File: src/tcb_consts.vh
/*
  Constants of the temperature channel configuration bank: register indexes,
  write masks, reset values, field positions and decode tables.
  Assumes inclusion by the bank and its field decoder only.
*/
`ifndef TCB_CONSTS_VH
`define TCB_CONSTS_VH

/****************************************/
/* Register indexes (byte address = 4x) */
/****************************************/
`define TCB_IDX_TGAIN 32'h4000_0036
`define TCB_IDX_TCTRL 32'h4000_0037
`define TCB_IDX_TMODE 32'h4000_003A
`define TCB_IDX_DIAG 32'h4000_0056
`define TCB_IDX_LOCK 32'h4000_0057
`define TCB_IDX_AFE 32'h4000_0058
`define TCB_IDX_TGAIN_MIR 32'h0000_0248
`define TCB_IDX_TCTRL_MIR 32'h0000_024C

/****************************************/
/* Storage slots, masks and reset values */
/****************************************/
`define TCB_NREG 6
`define TCB_SLOT_TGAIN 3'h0
`define TCB_SLOT_TCTRL 3'h1
`define TCB_SLOT_TMODE 3'h2
`define TCB_SLOT_DIAG 3'h3
`define TCB_SLOT_LOCK 3'h4
`define TCB_SLOT_AFE 3'h5
`define TCB_MASK_TGAIN 8'h83
`define TCB_MASK_TCTRL 8'h7F
`define TCB_MASK_BIT0 8'h01
`define TCB_MASK_AFE 8'h7F
`define TCB_RST_TCTRL 8'h40
`define TCB_RST_ZERO 8'h00

/****************************************/
/* Field positions                       */
/****************************************/
`define TCB_GAIN_MSB 1
`define TCB_INV_BIT 7
`define TCB_MUX_MSB 3
`define TCB_EXC_MSB 6
`define TCB_EXC_LSB 4
`define TCB_SS_BIT 0
`define TCB_DIAG_BIT 0
`define TCB_LOCK_BIT 0
`define TCB_PD_LO_BIT 0
`define TCB_PD_HI_BIT 1
`define TCB_LIM_MSB 4
`define TCB_LIM_LSB 2
`define TCB_PCHK_BIT 5
`define TCB_TCHK_BIT 6

/****************************************/
/* Decode tables                         */
/****************************************/
`define TCB_MUX_EXT 4'h0
`define TCB_MUX_ONCHIP 4'h3
`define TCB_LIM_FULL 10'h3E8
`define TCB_LIM_0 10'h032
`define TCB_LIM_1 10'h04B
`define TCB_LIM_2 10'h064
`define TCB_LIM_3 10'h07D
`define TCB_LIM_4 10'h096
`define TCB_LIM_5 10'h0C8
`define TCB_LIM_6 10'h0FA
`define TCB_LIM_7 10'h12C

`endif

File: src/tcb_config_bank.v
/*
  Temperature channel configuration bank: six byte-wide configuration
  registers behind an APB slave, with decoded controls for the temperature
  front end, diagnostics and the memory lock.
  Assumes an APB master on pclk, zero-wait answers, and analog stages that
  take the decoded controls as static levels.
*/
// What this block does
// Gain byte: code bits 1:0, invert bit 7.
// Gain code routed unchanged to gain stage.
// Invert flag inverts gain output, resets to 0.
// Control byte: mux 3:0, current 6:4.
// Mux 0000 external pair, 0011 on-chip sensor.
// Current codes 25/50/100/500 uA, top bit off.
// Mode bit 0: differential 0, single-ended 1.
// Diagnostics enable bit 0, resets off.
// Lock bit refuses memory access while set.
// Fault config: pulldown, threshold, check disables.
// Threshold code sets symmetric under/over limits.
// Unused bits read zero, ignore writes.
`timescale 1ns/1ps
`include "tcb_consts.vh"

module tcb_config_bank #(
  parameter SAMPLE_W = 24
) (
  // Clock and reset
  input wire pclk,
  input wire presetn,
  // APB slave
  input wire psel,
  input wire penable,
  input wire pwrite,
  input wire [33:0] paddr,
  input wire [31:0] pwdata,
  input wire [3:0] pstrb,
  output wire pready,
  output reg [31:0] prdata,
  output wire pslverr,
  // Temperature gain stage
  output reg [1:0] thermal_gain_code,
  output reg thermal_output_invert,
  input wire [SAMPLE_W-1:0] thermal_sample_in,
  output reg [SAMPLE_W-1:0] thermal_sample_out,
  // Temperature multiplexer and excitation
  output wire thermal_mux_ext_sel,
  output wire onchip_thermal_sensor,
  output wire thermal_mux_reserved,
  output reg thermal_single_sided,
  output wire excitation_on,
  output wire [3:0] excitation_onehot,
  // Diagnostics and lock
  output reg fault_check_on,
  output reg nvm_locked,
  output reg pulldown_sel_lo,
  output reg pulldown_sel_hi,
  output reg [2:0] fault_limit_code,
  output wire [9:0] fault_uv_tenths,
  output wire [9:0] fault_ov_tenths,
  output reg pressure_input_check_off,
  output reg thermal_input_check_off
);

  /****************************************/
  /* Register storage                      */
  /****************************************/
  reg [7:0] bank_r [0:`TCB_NREG-1];

  // Write mask of each slot; unused bits never store.
  function [7:0] slot_mask;
    input [2:0] slot;
    begin
      case (slot)
        `TCB_SLOT_TGAIN: slot_mask = `TCB_MASK_TGAIN;
        `TCB_SLOT_TCTRL: slot_mask = `TCB_MASK_TCTRL;
        `TCB_SLOT_AFE: slot_mask = `TCB_MASK_AFE;
        default: slot_mask = `TCB_MASK_BIT0;
      endcase
    end
  endfunction

  // Reset value of each slot.
  function [7:0] slot_reset;
    input [2:0] slot;
    begin
      if (slot == `TCB_SLOT_TCTRL) begin
        slot_reset = `TCB_RST_TCTRL;
      end else begin
        slot_reset = `TCB_RST_ZERO;
      end
    end
  endfunction

  /****************************************/
  /* Address decode                        */
  /****************************************/
  wire [31:0] word_idx;
  reg hit;
  reg [2:0] hit_slot;

  assign word_idx = paddr[33:2];

  // Gain and control bytes also answer at their paged mirror indexes.
  always @* begin
    hit = 1'b0;
    hit_slot = `TCB_SLOT_TGAIN;
    if (paddr[1:0] == 2'h0) begin
      case (word_idx)
        `TCB_IDX_TGAIN, `TCB_IDX_TGAIN_MIR: begin
          hit = 1'b1;
          hit_slot = `TCB_SLOT_TGAIN;
        end
        `TCB_IDX_TCTRL, `TCB_IDX_TCTRL_MIR: begin
          hit = 1'b1;
          hit_slot = `TCB_SLOT_TCTRL;
        end
        `TCB_IDX_TMODE: begin
          hit = 1'b1;
          hit_slot = `TCB_SLOT_TMODE;
        end
        `TCB_IDX_DIAG: begin
          hit = 1'b1;
          hit_slot = `TCB_SLOT_DIAG;
        end
        `TCB_IDX_LOCK: begin
          hit = 1'b1;
          hit_slot = `TCB_SLOT_LOCK;
        end
        `TCB_IDX_AFE: begin
          hit = 1'b1;
          hit_slot = `TCB_SLOT_AFE;
        end
        default: begin
          hit = 1'b0;
          hit_slot = `TCB_SLOT_TGAIN;
        end
      endcase
    end
  end

  /****************************************/
  /* Access control                        */
  /****************************************/
  wire locked;
  wire refused;
  wire access;
  wire wr_fire;

  assign locked = bank_r[`TCB_SLOT_LOCK][`TCB_LOCK_BIT];
  // The lock byte itself stays reachable so software can unlock.
  assign refused = locked && (hit_slot != `TCB_SLOT_LOCK);
  assign access = psel && penable;
  assign wr_fire = access && pwrite && hit && !refused && pstrb[0];

  // Every access completes in its first access cycle.
  assign pready = 1'b1;
  assign pslverr = access && (!hit || refused);

  /****************************************/
  /* Register writes                       */
  /****************************************/
  genvar g;
  generate
    for (g = 0; g < `TCB_NREG; g = g + 1) begin : g_slot
      always @(posedge pclk or negedge presetn) begin
        if (!presetn) begin
          bank_r[g] <= slot_reset(g[2:0]);
        end else if (wr_fire && (hit_slot == g[2:0])) begin
          bank_r[g] <= pwdata[7:0] & slot_mask(g[2:0]);
        end
      end
    end
  endgenerate

  /****************************************/
  /* Read data                             */
  /****************************************/
  reg [7:0] rd_byte;

  always @* begin
    if (hit && !refused) begin
      rd_byte = bank_r[hit_slot] & slot_mask(hit_slot);
    end else begin
      rd_byte = 8'h00;
    end
  end

  // Read data is captured in the setup cycle and held through the access.
  always @(posedge pclk or negedge presetn) begin
    if (!presetn) begin
      prdata <= 32'h0000_0000;
    end else if (psel && !penable) begin
      prdata <= {24'h00_0000, rd_byte};
    end
  end

  /****************************************/
  /* Decoded controls                      */
  /****************************************/
  wire [7:0] gain_b;
  wire [7:0] mode_b;
  wire [7:0] diag_b;
  wire [7:0] afe_b;

  assign gain_b = bank_r[`TCB_SLOT_TGAIN];
  assign mode_b = bank_r[`TCB_SLOT_TMODE];
  assign diag_b = bank_r[`TCB_SLOT_DIAG];
  assign afe_b = bank_r[`TCB_SLOT_AFE];

  always @(posedge pclk or negedge presetn) begin
    if (!presetn) begin
      thermal_gain_code <= 2'h0;
      thermal_output_invert <= 1'b0;
      thermal_single_sided <= 1'b0;
      fault_check_on <= 1'b0;
      nvm_locked <= 1'b0;
      pulldown_sel_lo <= 1'b0;
      pulldown_sel_hi <= 1'b0;
      fault_limit_code <= 3'h0;
      pressure_input_check_off <= 1'b0;
      thermal_input_check_off <= 1'b0;
    end else begin
      thermal_gain_code <= gain_b[`TCB_GAIN_MSB:0];
      thermal_output_invert <= gain_b[`TCB_INV_BIT];
      thermal_single_sided <= mode_b[`TCB_SS_BIT];
      fault_check_on <= diag_b[`TCB_DIAG_BIT];
      nvm_locked <= locked;
      pulldown_sel_lo <= afe_b[`TCB_PD_LO_BIT];
      pulldown_sel_hi <= afe_b[`TCB_PD_HI_BIT];
      fault_limit_code <= afe_b[`TCB_LIM_MSB:`TCB_LIM_LSB];
      pressure_input_check_off <= afe_b[`TCB_PCHK_BIT];
      thermal_input_check_off <= afe_b[`TCB_TCHK_BIT];
    end
  end

  /****************************************/
  /* Gain stage output polarity            */
  /****************************************/
  wire [SAMPLE_W-1:0] sample_neg;

  // Two's complement negation; the most negative code wraps onto itself.
  assign sample_neg = ~thermal_sample_in + {{(SAMPLE_W-1){1'b0}}, 1'b1};

  always @(posedge pclk or negedge presetn) begin
    if (!presetn) begin
      thermal_sample_out <= {SAMPLE_W{1'b0}};
    end else if (gain_b[`TCB_INV_BIT]) begin
      thermal_sample_out <= sample_neg;
    end else begin
      thermal_sample_out <= thermal_sample_in;
    end
  end

  /****************************************/
  /* Multiplexer, excitation and limits    */
  /****************************************/
  tcb_field_decode u_decode (
    .pclk(pclk),
    .presetn(presetn),
    .ctrl_byte(bank_r[`TCB_SLOT_TCTRL]),
    .afe_byte(afe_b),
    .mux_ext_sel(thermal_mux_ext_sel),
    .onchip_thermal_sensor(onchip_thermal_sensor),
    .mux_reserved(thermal_mux_reserved),
    .exc_on(excitation_on),
    .exc_onehot(excitation_onehot),
    .fault_uv_tenths(fault_uv_tenths),
    .fault_ov_tenths(fault_ov_tenths)
  );

endmodule // tcb_config_bank

File: src/tcb_field_decode.v
/*
  Field decoder of the temperature channel configuration bank: turns the
  stored multiplexer, excitation and threshold codes into registered controls.
  Assumes the bank feeds it the stored bytes on the same clock.
*/
`timescale 1ns/1ps
`include "tcb_consts.vh"

module tcb_field_decode (
  // Clock and reset
  input wire pclk,
  input wire presetn,
  // Stored bytes
  input wire [7:0] ctrl_byte,
  input wire [7:0] afe_byte,
  // Multiplexer controls
  output reg mux_ext_sel,
  output reg onchip_thermal_sensor,
  output reg mux_reserved,
  // Excitation controls
  output reg exc_on,
  output reg [3:0] exc_onehot,
  // Fault limits in tenths of a percent of bridge_supply_level
  output reg [9:0] fault_uv_tenths,
  output reg [9:0] fault_ov_tenths
);

  wire [3:0] mux_code;
  wire [2:0] excitation_current_code;
  wire [2:0] fault_limit_code;
  reg [9:0] uv_nxt;

  assign mux_code = ctrl_byte[`TCB_MUX_MSB:0];
  assign excitation_current_code = ctrl_byte[`TCB_EXC_MSB:`TCB_EXC_LSB];
  assign fault_limit_code = afe_byte[`TCB_LIM_MSB:`TCB_LIM_LSB];

  always @* begin
    case (fault_limit_code)
      3'h0: uv_nxt = `TCB_LIM_0;
      3'h1: uv_nxt = `TCB_LIM_1;
      3'h2: uv_nxt = `TCB_LIM_2;
      3'h3: uv_nxt = `TCB_LIM_3;
      3'h4: uv_nxt = `TCB_LIM_4;
      3'h5: uv_nxt = `TCB_LIM_5;
      3'h6: uv_nxt = `TCB_LIM_6;
      default: uv_nxt = `TCB_LIM_7;
    endcase
  end

  always @(posedge pclk or negedge presetn) begin
    if (!presetn) begin
      mux_ext_sel <= 1'b0;
      onchip_thermal_sensor <= 1'b0;
      mux_reserved <= 1'b0;
      exc_on <= 1'b0;
      exc_onehot <= 4'h0;
      fault_uv_tenths <= `TCB_LIM_0;
      fault_ov_tenths <= `TCB_LIM_FULL - `TCB_LIM_0;
    end else begin
      mux_ext_sel <= (mux_code == `TCB_MUX_EXT);
      onchip_thermal_sensor <= (mux_code == `TCB_MUX_ONCHIP);
      mux_reserved <= (mux_code != `TCB_MUX_EXT) && (mux_code != `TCB_MUX_ONCHIP);
      // A code with the top bit set switches the source off.
      exc_on <= ~excitation_current_code[2];
      exc_onehot <= excitation_current_code[2] ? 4'h0 :
                    (4'h1 << excitation_current_code[1:0]);
      fault_uv_tenths <= uv_nxt;
      fault_ov_tenths <= `TCB_LIM_FULL - uv_nxt;
    end
  end

endmodule // tcb_field_decode
File: config.mk
export PLATFORM = sky130hd
export DESIGN_NAME = tcb_config_bank
export DESIGN_NICKNAME = d
export VERILOG_FILES = /design/src/tcb_config_bank.v /design/src/tcb_field_decode.v
export VERILOG_INCLUDE_DIRS = /design/src /design/src/src
export SDC_FILE = /design/constraint.sdc
export NUM_CORES = 1
export LEC_CHECK = 0
export ABC_CLOCK_PERIOD_IN_PS = 1650
export BUFFER_PORTS_ARGS = -buffer_cell sky130_fd_sc_hd__buf_2
export CORE_AREA = 2 2 79 138
export CTS_CLUSTER_DIAMETER = 50
export DETAILED_ROUTE_END_ITERATION = 16
export DIE_AREA = 0 0 81 140
export GPL_TIMING_DRIVEN = 0
export MAX_ROUTING_LAYER = met4
export PLACE_DENSITY = 0.75
export SETUP_SLACK_MARGIN = 0.2
export SYNTH_ARGS = -nofsm -noshare
export SYNTH_HDL_FRONTEND = slang
export SYNTH_SLANG_ARGS = --single-unit
File: constraint.sdc
create_clock -name pclk -period 1.65 [get_ports pclk]
set_input_delay 0.0825 -clock pclk [delete_from_list [all_inputs] [get_ports pclk]]
set_output_delay 0.0825 -clock pclk [all_outputs]
set_load 0.005 [all_outputs]
[Word-level counts from Yosys, hierarchy flattened]
Index checks and enable logic that the tools add are counted.
Word-level totals
  input bits: 99
  output and inout port bits: 99
  bits in registers: 92
Operators by class
  muxes and demuxes: 13
  bitwise logic cells: 4
  $lt $le $gt $ge: 1
  eq/ne operators: 22
  add/subtract/negate cells: 2
  shifts and indexed selects: 1
  reductions and logical operators: 28
Operators with widths (count)
  $eq 32x31->1 const B: 6
  $eq 32x10->1 const B: 2
  $pmux 9 s7: 1
  $mux 8: 4
  $add 24x1->24 const B: 1
  $bmux 8 s3: 1
  $mux 24: 1
  $not 24->24: 1
  $logic_and 1x1->1: 16
  $pmux 8 s2: 1
  $eq 3x3->1 const B: 5
  $pmux 3 s5: 1
  $eq 3x2->1 const B: 4
  $sub 10x9->10 const A: 1
  $and 8x8->8: 1
  $reduce_or 8->1: 1
  $eq 3x1->1 const B: 2
  $logic_not 3->1: 2
  $eq 4x2->1 const B: 1
  $ge 4x4->1 const B: 1
  $logic_not 4->1: 1
  $mux 4: 1
  $ne 4x2->1 const B: 1
  $not 3->4: 1
  other kinds (10): 14

[Depth between registers and ports, before layout]
Gate-level depths: netlist of run 1.
  word-level depth: 11
  mapped depth: 8
  mapped depth without buffers: 8

[Modules after synthesis]
From an unflattened synthesis of run 1, not the netlist that was laid out.
Unflattened totals
  cells, all modules: 348
  area, all modules: 4179.0 µm²
By module, submodules not included
  tcb_config_bank: area an instance 3211.8 µm², cells each 280, instances 1
  tcb_field_decode: area an instance 967.2 µm², cells each 68, instances 1

[Worst setup path after synthesis of run 1]
No wires, ideal clock.
  path kind: input to register
  start: input paddr[15]
  end: register bank_r, in the netlist gain_b[0]
  data arrival time: 2.332 ns
  slack: -0.807 ns
  path buffers: 1
  data required time: 1.525 ns
  stages: 8
  path through: nor4_1 > and2_2 > clkdlybuf4s50_2 > nand2_1 > a21o_1 > a221oi_2 > nor4b_4 > mux2_2
Between the ends
  word-level cells in the longest chain between the ends: 10
  elaborated cells between the ends (all ways): 22
  those cells by class: eq/ne (9); mux (4); reduce/logical (9)
Ends and longest elaborated chain
  start: declaration: line tcb_config_bank.v:34  | input wire [33:0] paddr,
  $eq 32x31->1 or $eq 32x10->1 (tied branches): line tcb_config_bank.v:108  | case (word_idx)
  $reduce_or 2->1: line tcb_config_bank.v:108
  $pmux 3 s5: line tcb_config_bank.v:108
  $mux 3: line tcb_config_bank.v:107  | if (paddr[1:0] == 2'h0) begin
  $ne 3x3->1 (no source line)
  $logic_and 1x1->1: line tcb_config_bank.v:151  | assign refused = locked && (hit_slot != `TCB_SLOT_LOCK);
  $logic_not 1->1: line tcb_config_bank.v:153  | assign wr_fire = access && pwrite && hit && !refused && pstrb[0];
  $logic_and 1x1->1 (2 in a row): line tcb_config_bank.v:153
  $logic_and 1x1->1 *: line tcb_config_bank.v:168  | end else if (wr_fire && (hit_slot == g[2:0])) begin
  end signal: indexed assignment: line tcb_config_bank.v:167  | bank_r[g] <= slot_reset(g[2:0]);
  end signal: indexed assignment: line tcb_config_bank.v:169  | bank_r[g] <= pwdata[7:0] & slot_mask(g[2:0]);
  end: declaration: line tcb_config_bank.v:67  | reg [7:0] bank_r [0:`TCB_NREG-1];
Mark *: on every way between the ends. The rest lies on a longest branch, timed or not.
A chain may end at the register's enable or synchronous reset.

[Worst setup path after layout of run 1]
  start: input paddr[32]
  end: register bank_r[34] (netlist bit)
Same word-level chain as after synthesis.

==> results of run 1 <==
## cells in the mapped netlist (2+ instances only)
cell type	n
dfrtp_1	80
buf_4	29
nand2_1	27
o21ai_0	25
xnor2_1	25
mux2_2	16
nor2_1	12
dfstp_2	11
inv_1	10
a21oi_1	9
nor3_1	8
o31ai_1	8
nand3_1	7
nor4_1	7
nand2b_1	6
nor3b_1	6
or3_1	6
mux2i_1	5
or2_2	5
clkbuf_1	4
nand4_1	4
and3_1	3
and2_1	2
and3b_1	2
and4_2	2
clkdlybuf4s50_2	2
conb_1	2
ha_1	2
nor2b_1	2
nor4_4	2
nor4bb_1	2
o211a_1	2
or4_1	2
xor2_1	2
## cells by family after synthesis
logic type | share of synthesized area [%]
muxes | 5.45
adders and majority gates | 0.592
xor gates and xnor gates | 5.60
other | 0.178
AOI/OAI and AO/OA | 9.89
DFF | 54.2
and+or+nand+nor | 16.8
buffers and inverters | 7.28
## power breakdown
group	switching, W	internal [W]
registers	0.00000991	0.00226
clock network	0.000830	0.00102
logic	0.000228	0.000246
total	0.00107	0.00353
## through the flow
stage          hold slack, ns  utilization (%)  setup TNS [ns]  power (W)
6_report               0.0136             64.4           -9.81    0.00460
5_1_grt                0.0153             64.4          -12.41    0.00476
4_1_cts               0.00714             62.3          -10.74    0.00458
3_5_place_dp            0.113             52.6          -33.71    0.00267
3_3_place_gp            0.237             52.3          -48.50    0.00265
2_1_floorplan          -0.213                -          -17.94    0.00245
## cells in the final DEF (no fill, tap or decap), types with 3 or more instances in the layout
master         netlist  final
buf_2                0    134
dfrtp_1             80     80
buf_4               29     52
dlygate4sd3_1        0     28
conb_1               2     27
xnor2_1             25     21
nand2_1             27     21
buf_6                1     20
o21ai_0             25     15
mux2_4               0     14
dfstp_2             11     11
nor2_1              12     10
inv_1               10     10
clkbuf_16            0      9
nand2b_1             6      6
o21ai_1              0      6
a21oi_1              9      6
nor3_1               8      6
or3_1                6      5
o31ai_4              0      5
nand3_1              7      5
nor4_1               7      5
mux2i_1              5      5
or2_4                0      4
o21ai_2              0      4
xnor2_2              0      4
nand4_1              4      4
and3_1               3      3
a21oi_2              0      3
nand2_4              0      3
nor3b_1              6      3
nor4_4               2      3
nand2_2              0      3
## registers in the layout, indices dropped and copies added (netlist names), 2 cells and up
register / flops
afe_b: 7
bank_r: 8
fault_limit_code: 3
gain_b: 3
prdata: 8
thermal_gain_code: 2
thermal_sample_out: 24
u_decode.exc_onehot: 4
u_decode.fault_ov_tenths: 9
u_decode.fault_uv_tenths: 9
## worst max-delay path: cells and delay by family
family,cells,cell delay [ns]
simple gates,4,1.40
buf+inv,2,0.31
mux,1,0.30
compound gates,1,0.21
## layout make-up
| cell class | instances | share of cell area [%] |
|---|---|---|
| Buffer | 37 | 4.16 |
| Clock buffer | 10 | 3.50 |
| Clock inverter | 6 | 0.649 |
| Inverter | 10 | 0.573 |
| Multi-Input combinational cell | 251 | 32.3 |
| Sequential cell | 91 | 35.0 |
| Tap cell | 127 | 2.43 |
| Timing Repair Buffer | 207 | 21.4 |
## per-layer routing
layer | wire length [um] | share of wire, % | up-vias
met1 | 3980 | 34 | 1804
li1 | - | - | 1722
met4 | 341 | 2.9 | 0
met2 | 6770 | 58 | 165
met3 | 573 | 4.9 | 23
met5 | 0 | 0 | -
## worst min path at each step
stage,startpoint,end,slack [ns],depth (start not counted)
global placement,thermal_sample_in[0],thermal_sample_out[0],0.24,1
floorplan,presetn,afe_b[0],-0.21,0
global route,pwdata[1],afe_b[1],0.02,2
finish,pwdata[1],afe_b[1],0.01,2
detailed placement,presetn,fault_check_on,0.11,1
CTS,pwdata[1],afe_b[1],0.007,2
## repair_timing
action / CTS / global route
hold buffers: 28 / 0
setup endpoints to repair: 50 / 50
resized for setup: 53 / 43
setup buffers: 29 / 5
endpoints found under the hold margin: 71 / 0
pin swaps: 28 / 21
gates cloned: 0 / 0
==> results.md, run 1 <==
* P&R area growth vs syn at 55.0%
* GRT Util Overall at 20.9%
* Register area at between 2000 and 2500 sq um
* Iteration-0 DRC Markers at 134
* DRC viols at 0
* Number of synthesized flops with an enable pin at 0
* Async set-reset flop share out of synthesis at 100%
* Post-route setup slack at -0.439 ns
* Total congestion overflow at 0
* Layout Nets at 708
* Layout cells sized above 1 at ~52%
* Register area share after synthesis at a little over half
* Synth cell types at slightly above 60
* Initial antenna violation count at 0
* Fillers at just under 800
* Htree depth at 3
* CP Data Required Time at about 1.9 ns
* Design area at approximately 6600 sq um
* DRT Pass-1 Iters at 4
* Least-Margin Pin Slew at ~0.57 ns
* Worst Clk Skew at approximately 0.009 ns
* Placed inst area at around 5400 sq um
* CP Max Fanout at 5
* Worst setup EP type: register
* Worst r2r src: bank_r[8]
* DP HPWL at ~7800 um
* Pleak at roughly 3.2 nW
* GPL Wtd Cong at between 0.8 and 0.9
* Hold WC Path Type: in -> reg
* Die area at between 10000 and 15000 sq um
* IO Count at around 200
* CP endpoint: bank_r[34]
* Area occupied by multi-input gates at about 2100 sq um
* CP cell instances: buf_6 > or4b_4 > nor3b_4 > and4_4 > o2111ai_4 > nor4_4 > buf_4 > mux2_4
* Non-filler cells, final at 739
* Gr busiest metal: met2
* Arrival @ worst endpoint at between 2 and 2.5 ns
* Max-cap violations at 0
* DRT Wirelength at around 12000 um
* R2R Path End: gain_b[1]
* Input/output buffers at 144
* Setup crit start: paddr[32]
* Top cells by area, synth: dfrtp_1 (47%), dfstp_2 (6.8%), xnor2_1 (5.2%)
* Largest net degree at the start of global routing at 50
* Clock Root Buffer: clkbuf_16
* Clock latency on the worst-skew pair at 0.34 ns
* TritonCTS clock tree: yes
* Failing checks: setup timing
* Post-synth top flop: dfrtp_1
* Yosys top cell by area: dfrtp_1
* Die Wd at ~81 um
* Clock Sinks at 91
* Critical path's slowest cell: or4b_4
* Initial core utilization at 41.5%
* Met1 Usage GRT at between 20% and 30%
* Vias in the first global route at roughly 3800
* Reg2reg setup slack at -0.12 ns
* Final Cycle Share at 127%
* Worst setup SP type: input port
* Total power divided by cell area at around 700 nW/um^2
* Diodes inserted at 0
* Slew Viols, Final at 0
* Syn Area/Cell at about 12 sq um
* ANT nets after route at 0
* Max clock buf depth at 2
* Synthesis Warnings at 0
* Met3 GRT Util at 3.41%
* RSZ-0062 raised after global routing: true
* Crit Path Class: in -> reg
* DR WL/cell at roughly 16 um
* Final Hold Fails at 0
* Share of the synthesized area in the top cell type at around 47%
* Clock transition at the registers of the reported paths at around 0.060 ns
* Slowest stage delay, CP at around 0.54 ns
* Std cell rows at a little under 50
* Die height at roughly 140 um
* Seq cells post-synth at roughly 90
* GR Util met2 at between 30 and 40%
* DP Worst Slack at -1.31 ns
* Run status: finished, violations left
* First-pass GRT wire length at roughly 18000 um
* Worst vdd ir at approximately 0.00066 V
* Via count at ~3700
* F_max at ~480 MHz
* Worst r2r path cells at 6
* CTS buffer count at 9
* Slew headroom at ~62%
* Avg Vias per Cell at 5.03
* Core ar. at approximately 10000 sq um
* Fin crit period at 2.09 ns
* Placed insts at ~660
* Final setup viols at 36
* Post-Syn Area at approximately 4200 sq um
* Mapped Cells at 364
No activity file was read; power rests on OpenSTA's default activity.
==> run 2, diff against run 1 <==
--- a/config.mk
+++ b/config.mk
@@ -6,13 +6,12 @@
 export SDC_FILE = /design/constraint.sdc
 export NUM_CORES = 1
 export LEC_CHECK = 0
-export ABC_CLOCK_PERIOD_IN_PS = 1650
+export ABC_CLOCK_PERIOD_IN_PS = 1800
 export BUFFER_PORTS_ARGS = -buffer_cell sky130_fd_sc_hd__buf_2
 export CORE_AREA = 2 2 79 138
 export CTS_CLUSTER_DIAMETER = 50
 export DETAILED_ROUTE_END_ITERATION = 16
 export DIE_AREA = 0 0 81 140
-export GPL_TIMING_DRIVEN = 0
 export MAX_ROUTING_LAYER = met4
 export PLACE_DENSITY = 0.75
 export SETUP_SLACK_MARGIN = 0.2
==> constraint.sdc (replaced) <==
create_clock -name pclk -period 1.8 [get_ports pclk]
set_input_delay 0.09 -clock pclk [delete_from_list [all_inputs] [get_ports pclk]]
set_output_delay 0.09 -clock pclk [all_outputs]
set_load 0.005 [all_outputs]
==> results.md, run 2 (synthesis results as in run 1) <==
* Run status: finished, violations left (unchanged)
* Failing checks: setup timing (unchanged)
* Die area at 11300 sq um (unchanged)
* F_max at about 460 MHz
* Setup TNS at -4.38 ns (was -9.81 ns)
* DRC viols at 0 (unchanged)
* Clock transition at the registers of the reported paths at 0.06 ns (about the same)
* Register bank with the most flops: thermal_sample_out (unchanged)
* Hold Path Stages at 2 (unchanged)
* Worst hold start: thermal_sample_in[21] (was pwdata[1])
* Worst setup EP type: register (unchanged)
* Post-route setup slack at -0.353 ns (was -0.439 ns)
* DRT Pass-1 Iters at 4 (unchanged)
* Layout cells sized above 1 at 52.6% (was 52.3%)
* Htree depth at 3 (unchanged)
* Total power at 0.00430 W (was 0.00460 W)
* Min-Delay Endpoint: thermal_sample_out[21] (was afe_b[1])
* Slew headroom at 62.0% (was 61.9%)
* Least-Margin Pin Slew at 0.571 ns (about the same)
* Input/output buffers at 144 (unchanged)
* CP Max Fanout at 3 (was 5)
* DP HPWL at 8150 um (was 7750 um)
* Pleak at 3.11 nW (was 3.22 nW)
* P&R area growth vs syn at 51.5% (was 55.0%)
* Total congestion overflow at 0 (unchanged)
* Non-filler cells, final at 729 (was 739)
* Clock Root Buffer: clkbuf_16 (unchanged)
* Die height at 140 um (unchanged)
* Core ar. at 10200 sq um (unchanged)
* Slew Viols, Final at 0 (unchanged)
* Total power divided by cell area at 672 nW/um^2 (was 702 nW/um^2)
* Worst r2r path cells at 4 (was 6)
* Iteration-0 DRC Markers at 141 (was 134)
* GRT Util Overall at 21.1% (was 20.9%)
* Final Hold Fails at 0 (unchanged)
* Placed insts at 682 (was 661)
* First-pass GRT wire length at 17900 um (was 17700 um)
* TritonCTS clock tree: yes (unchanged)
* IO Count at 198 (unchanged)
* Vias in the first global route at 3810 (was 3813)
* Largest net degree at the start of global routing at 40 (was 50)
* Avg Vias per Cell at 4.99 (was 5.03)
* Top flop regs: thermal_sample_out (24), u_decode.fault_ov_tenths (9), u_decode.fault_uv_tenths (9) (unchanged)
* ANT nets after route at 0 (unchanged)
* Hold WC Path Type: in -> reg (unchanged)
* R2R Path End: gain_b[1] (unchanged)
* Max-cap violations at 0 (unchanged)
* Worst setup SP type: input port (unchanged)
* RSZ-0062 raised after global routing: true (unchanged)
* Clock Sinks at 91 (unchanged)
* Largest register FFs at 24 (unchanged)
* Most common cell after layout, fill and taps aside: buf_2 (unchanged)
* Arrival @ worst endpoint at 2.37 ns (was 2.31 ns)
* Reg2reg setup slack at 0.08 ns (was -0.12 ns)
* Commonest cells after routing, fill and taps aside: buf_2 (137), dfrtp_1 (80), buf_4 (55), conb_1 (27), xnor2_1 (24) (was buf_2 (134), dfrtp_1 (80), buf_4 (52), dlygate4sd3_1 (28), conb_1 (27))
* Fin crit period at about 2.2 ns
* Die Wd at 81 um (unchanged)
* CTS buffer count at 9 (unchanged)
* DR WL/cell at 15.7 um (was 15.8 um)
* DRT Wirelength at 11500 um (was 11700 um)
* Crit Path Class: in -> reg (unchanged)
* Initial core utilization at 41.5% (unchanged)
* CP Data Required Time at 2.02 ns (was 1.87 ns)
* Final setup viols at 28 (was 36)
* Max clock buf depth at 2 (unchanged)
* Clock latency on the worst-skew pair at 0.34 ns (about the same)
* Worst vdd ir at 0.000664 V (about the same)
* GPL Wtd Cong at 0.912 (was 0.851)
* Std cell rows at 49 (unchanged)
* Final Cycle Share at 120%
* Layout Nets at 697 (was 708)
* Worst Clk Skew at 0.00321 ns (was 0.00885 ns)
* Initial antenna violation count at 1 (was 0)
* Worst r2r src: bank_r[8] (unchanged)
* Via count at 3638 (was 3714)
-- run 2: cell count changes in the layout (fill, tap and decap cells not counted), sizes merged --
cell	previous run	this run
clkinv	4	2
bufinv	0	1
dlygate4sd3	28	19
clkbuf	14	12
clkdlybuf4s18	1	0
clkinvlp	2	1
diode	0	1
buf	211	214
-- run 2: cell type report --
class,count,area [sq um]
inverter,10,37.5
timing repair buffer,233,1550
sequential,91,2290
antenna,1,2.50
clock buffer,12,236
tap,127,159
clock inverter,4,51.3
multi-input combinational,251,2070
fill,770,3770
-- run 2: through the flow --
stage | setup WS [ns] | util [%] | hold WS [ns] | cell area, sq um
3_5_place_dp | -0.726 | 54.1 | 0.0921 | 5510
3_3_place_gp | -0.650 | 54.1 | 0.0809 | 5510
4_1_cts | -0.323 | 61.2 | 0.00481 | 6230
6_report | -0.353 | 62.9 | 0.0155 | 6400
5_1_grt | -0.503 | 62.9 | 0.0231 | 6400
2_1_floorplan | -0.637 | - | -0.206 | 4440
-- run 2: critical path, stage by stage --
cell and delay, ns:
buf_6 0.09, or4b_4 0.54, a2111oi_4 0.37, nand2_1 0.14
a21o_1 0.20, a221oi_2 0.22, nor4b_4 0.34, mux2_2 0.38
-- run 2: what timing repair did --
| item | 4_1_cts | 5_1_grt |
|---|---|---|
| pin swaps | 17 | 17 |
| hold buffers | 19 | 0 |
| hold endpoints to repair | 49 | 0 |
| gates resized for setup | 50 | 29 |
| buffers inserted | 6 | 5 |
| endpoints found under the setup margin | 36 | 41 |
-- run 2: metal layers --
| metal | share of wire [%] | vias up | track usage [%] |
|---|---|---|---|
| met2 | 57 | 148 | 38.8 |
| li1 | - | 1698 | - |
| met4 | 4.5 | 0 | 10.4 |
| met5 | 0 | - | - |
| met3 | 5.0 | 38 | 3.87 |
| met1 | 34 | 1754 | 20.2 |
-- run 2: where the power goes --
part | switching (W) | internal [W] | leakage [nW]
sequential | 0.00000781 | 0.00208 | 1.13
clock | 0.000748 | 0.00108 | 0.137
combinational | 0.000198 | 0.000195 | 1.85
total | 0.000954 | 0.00335 | 3.11
-- run 2: worst max-delay path by stage --
stage | startpoint | to | slack [ns]
after floorplan | paddr[2] | gain_b[0] | -0.64
after detailed placement | paddr[2] | gain_b[0] | -0.73
after global routing | paddr[2] | gain_b[1] | -0.50
final | paddr[2] | gain_b[1] | -0.35
after CTS | paddr[2] | gain_b[1] | -0.32
after global placement | paddr[2] | gain_b[7] | -0.65
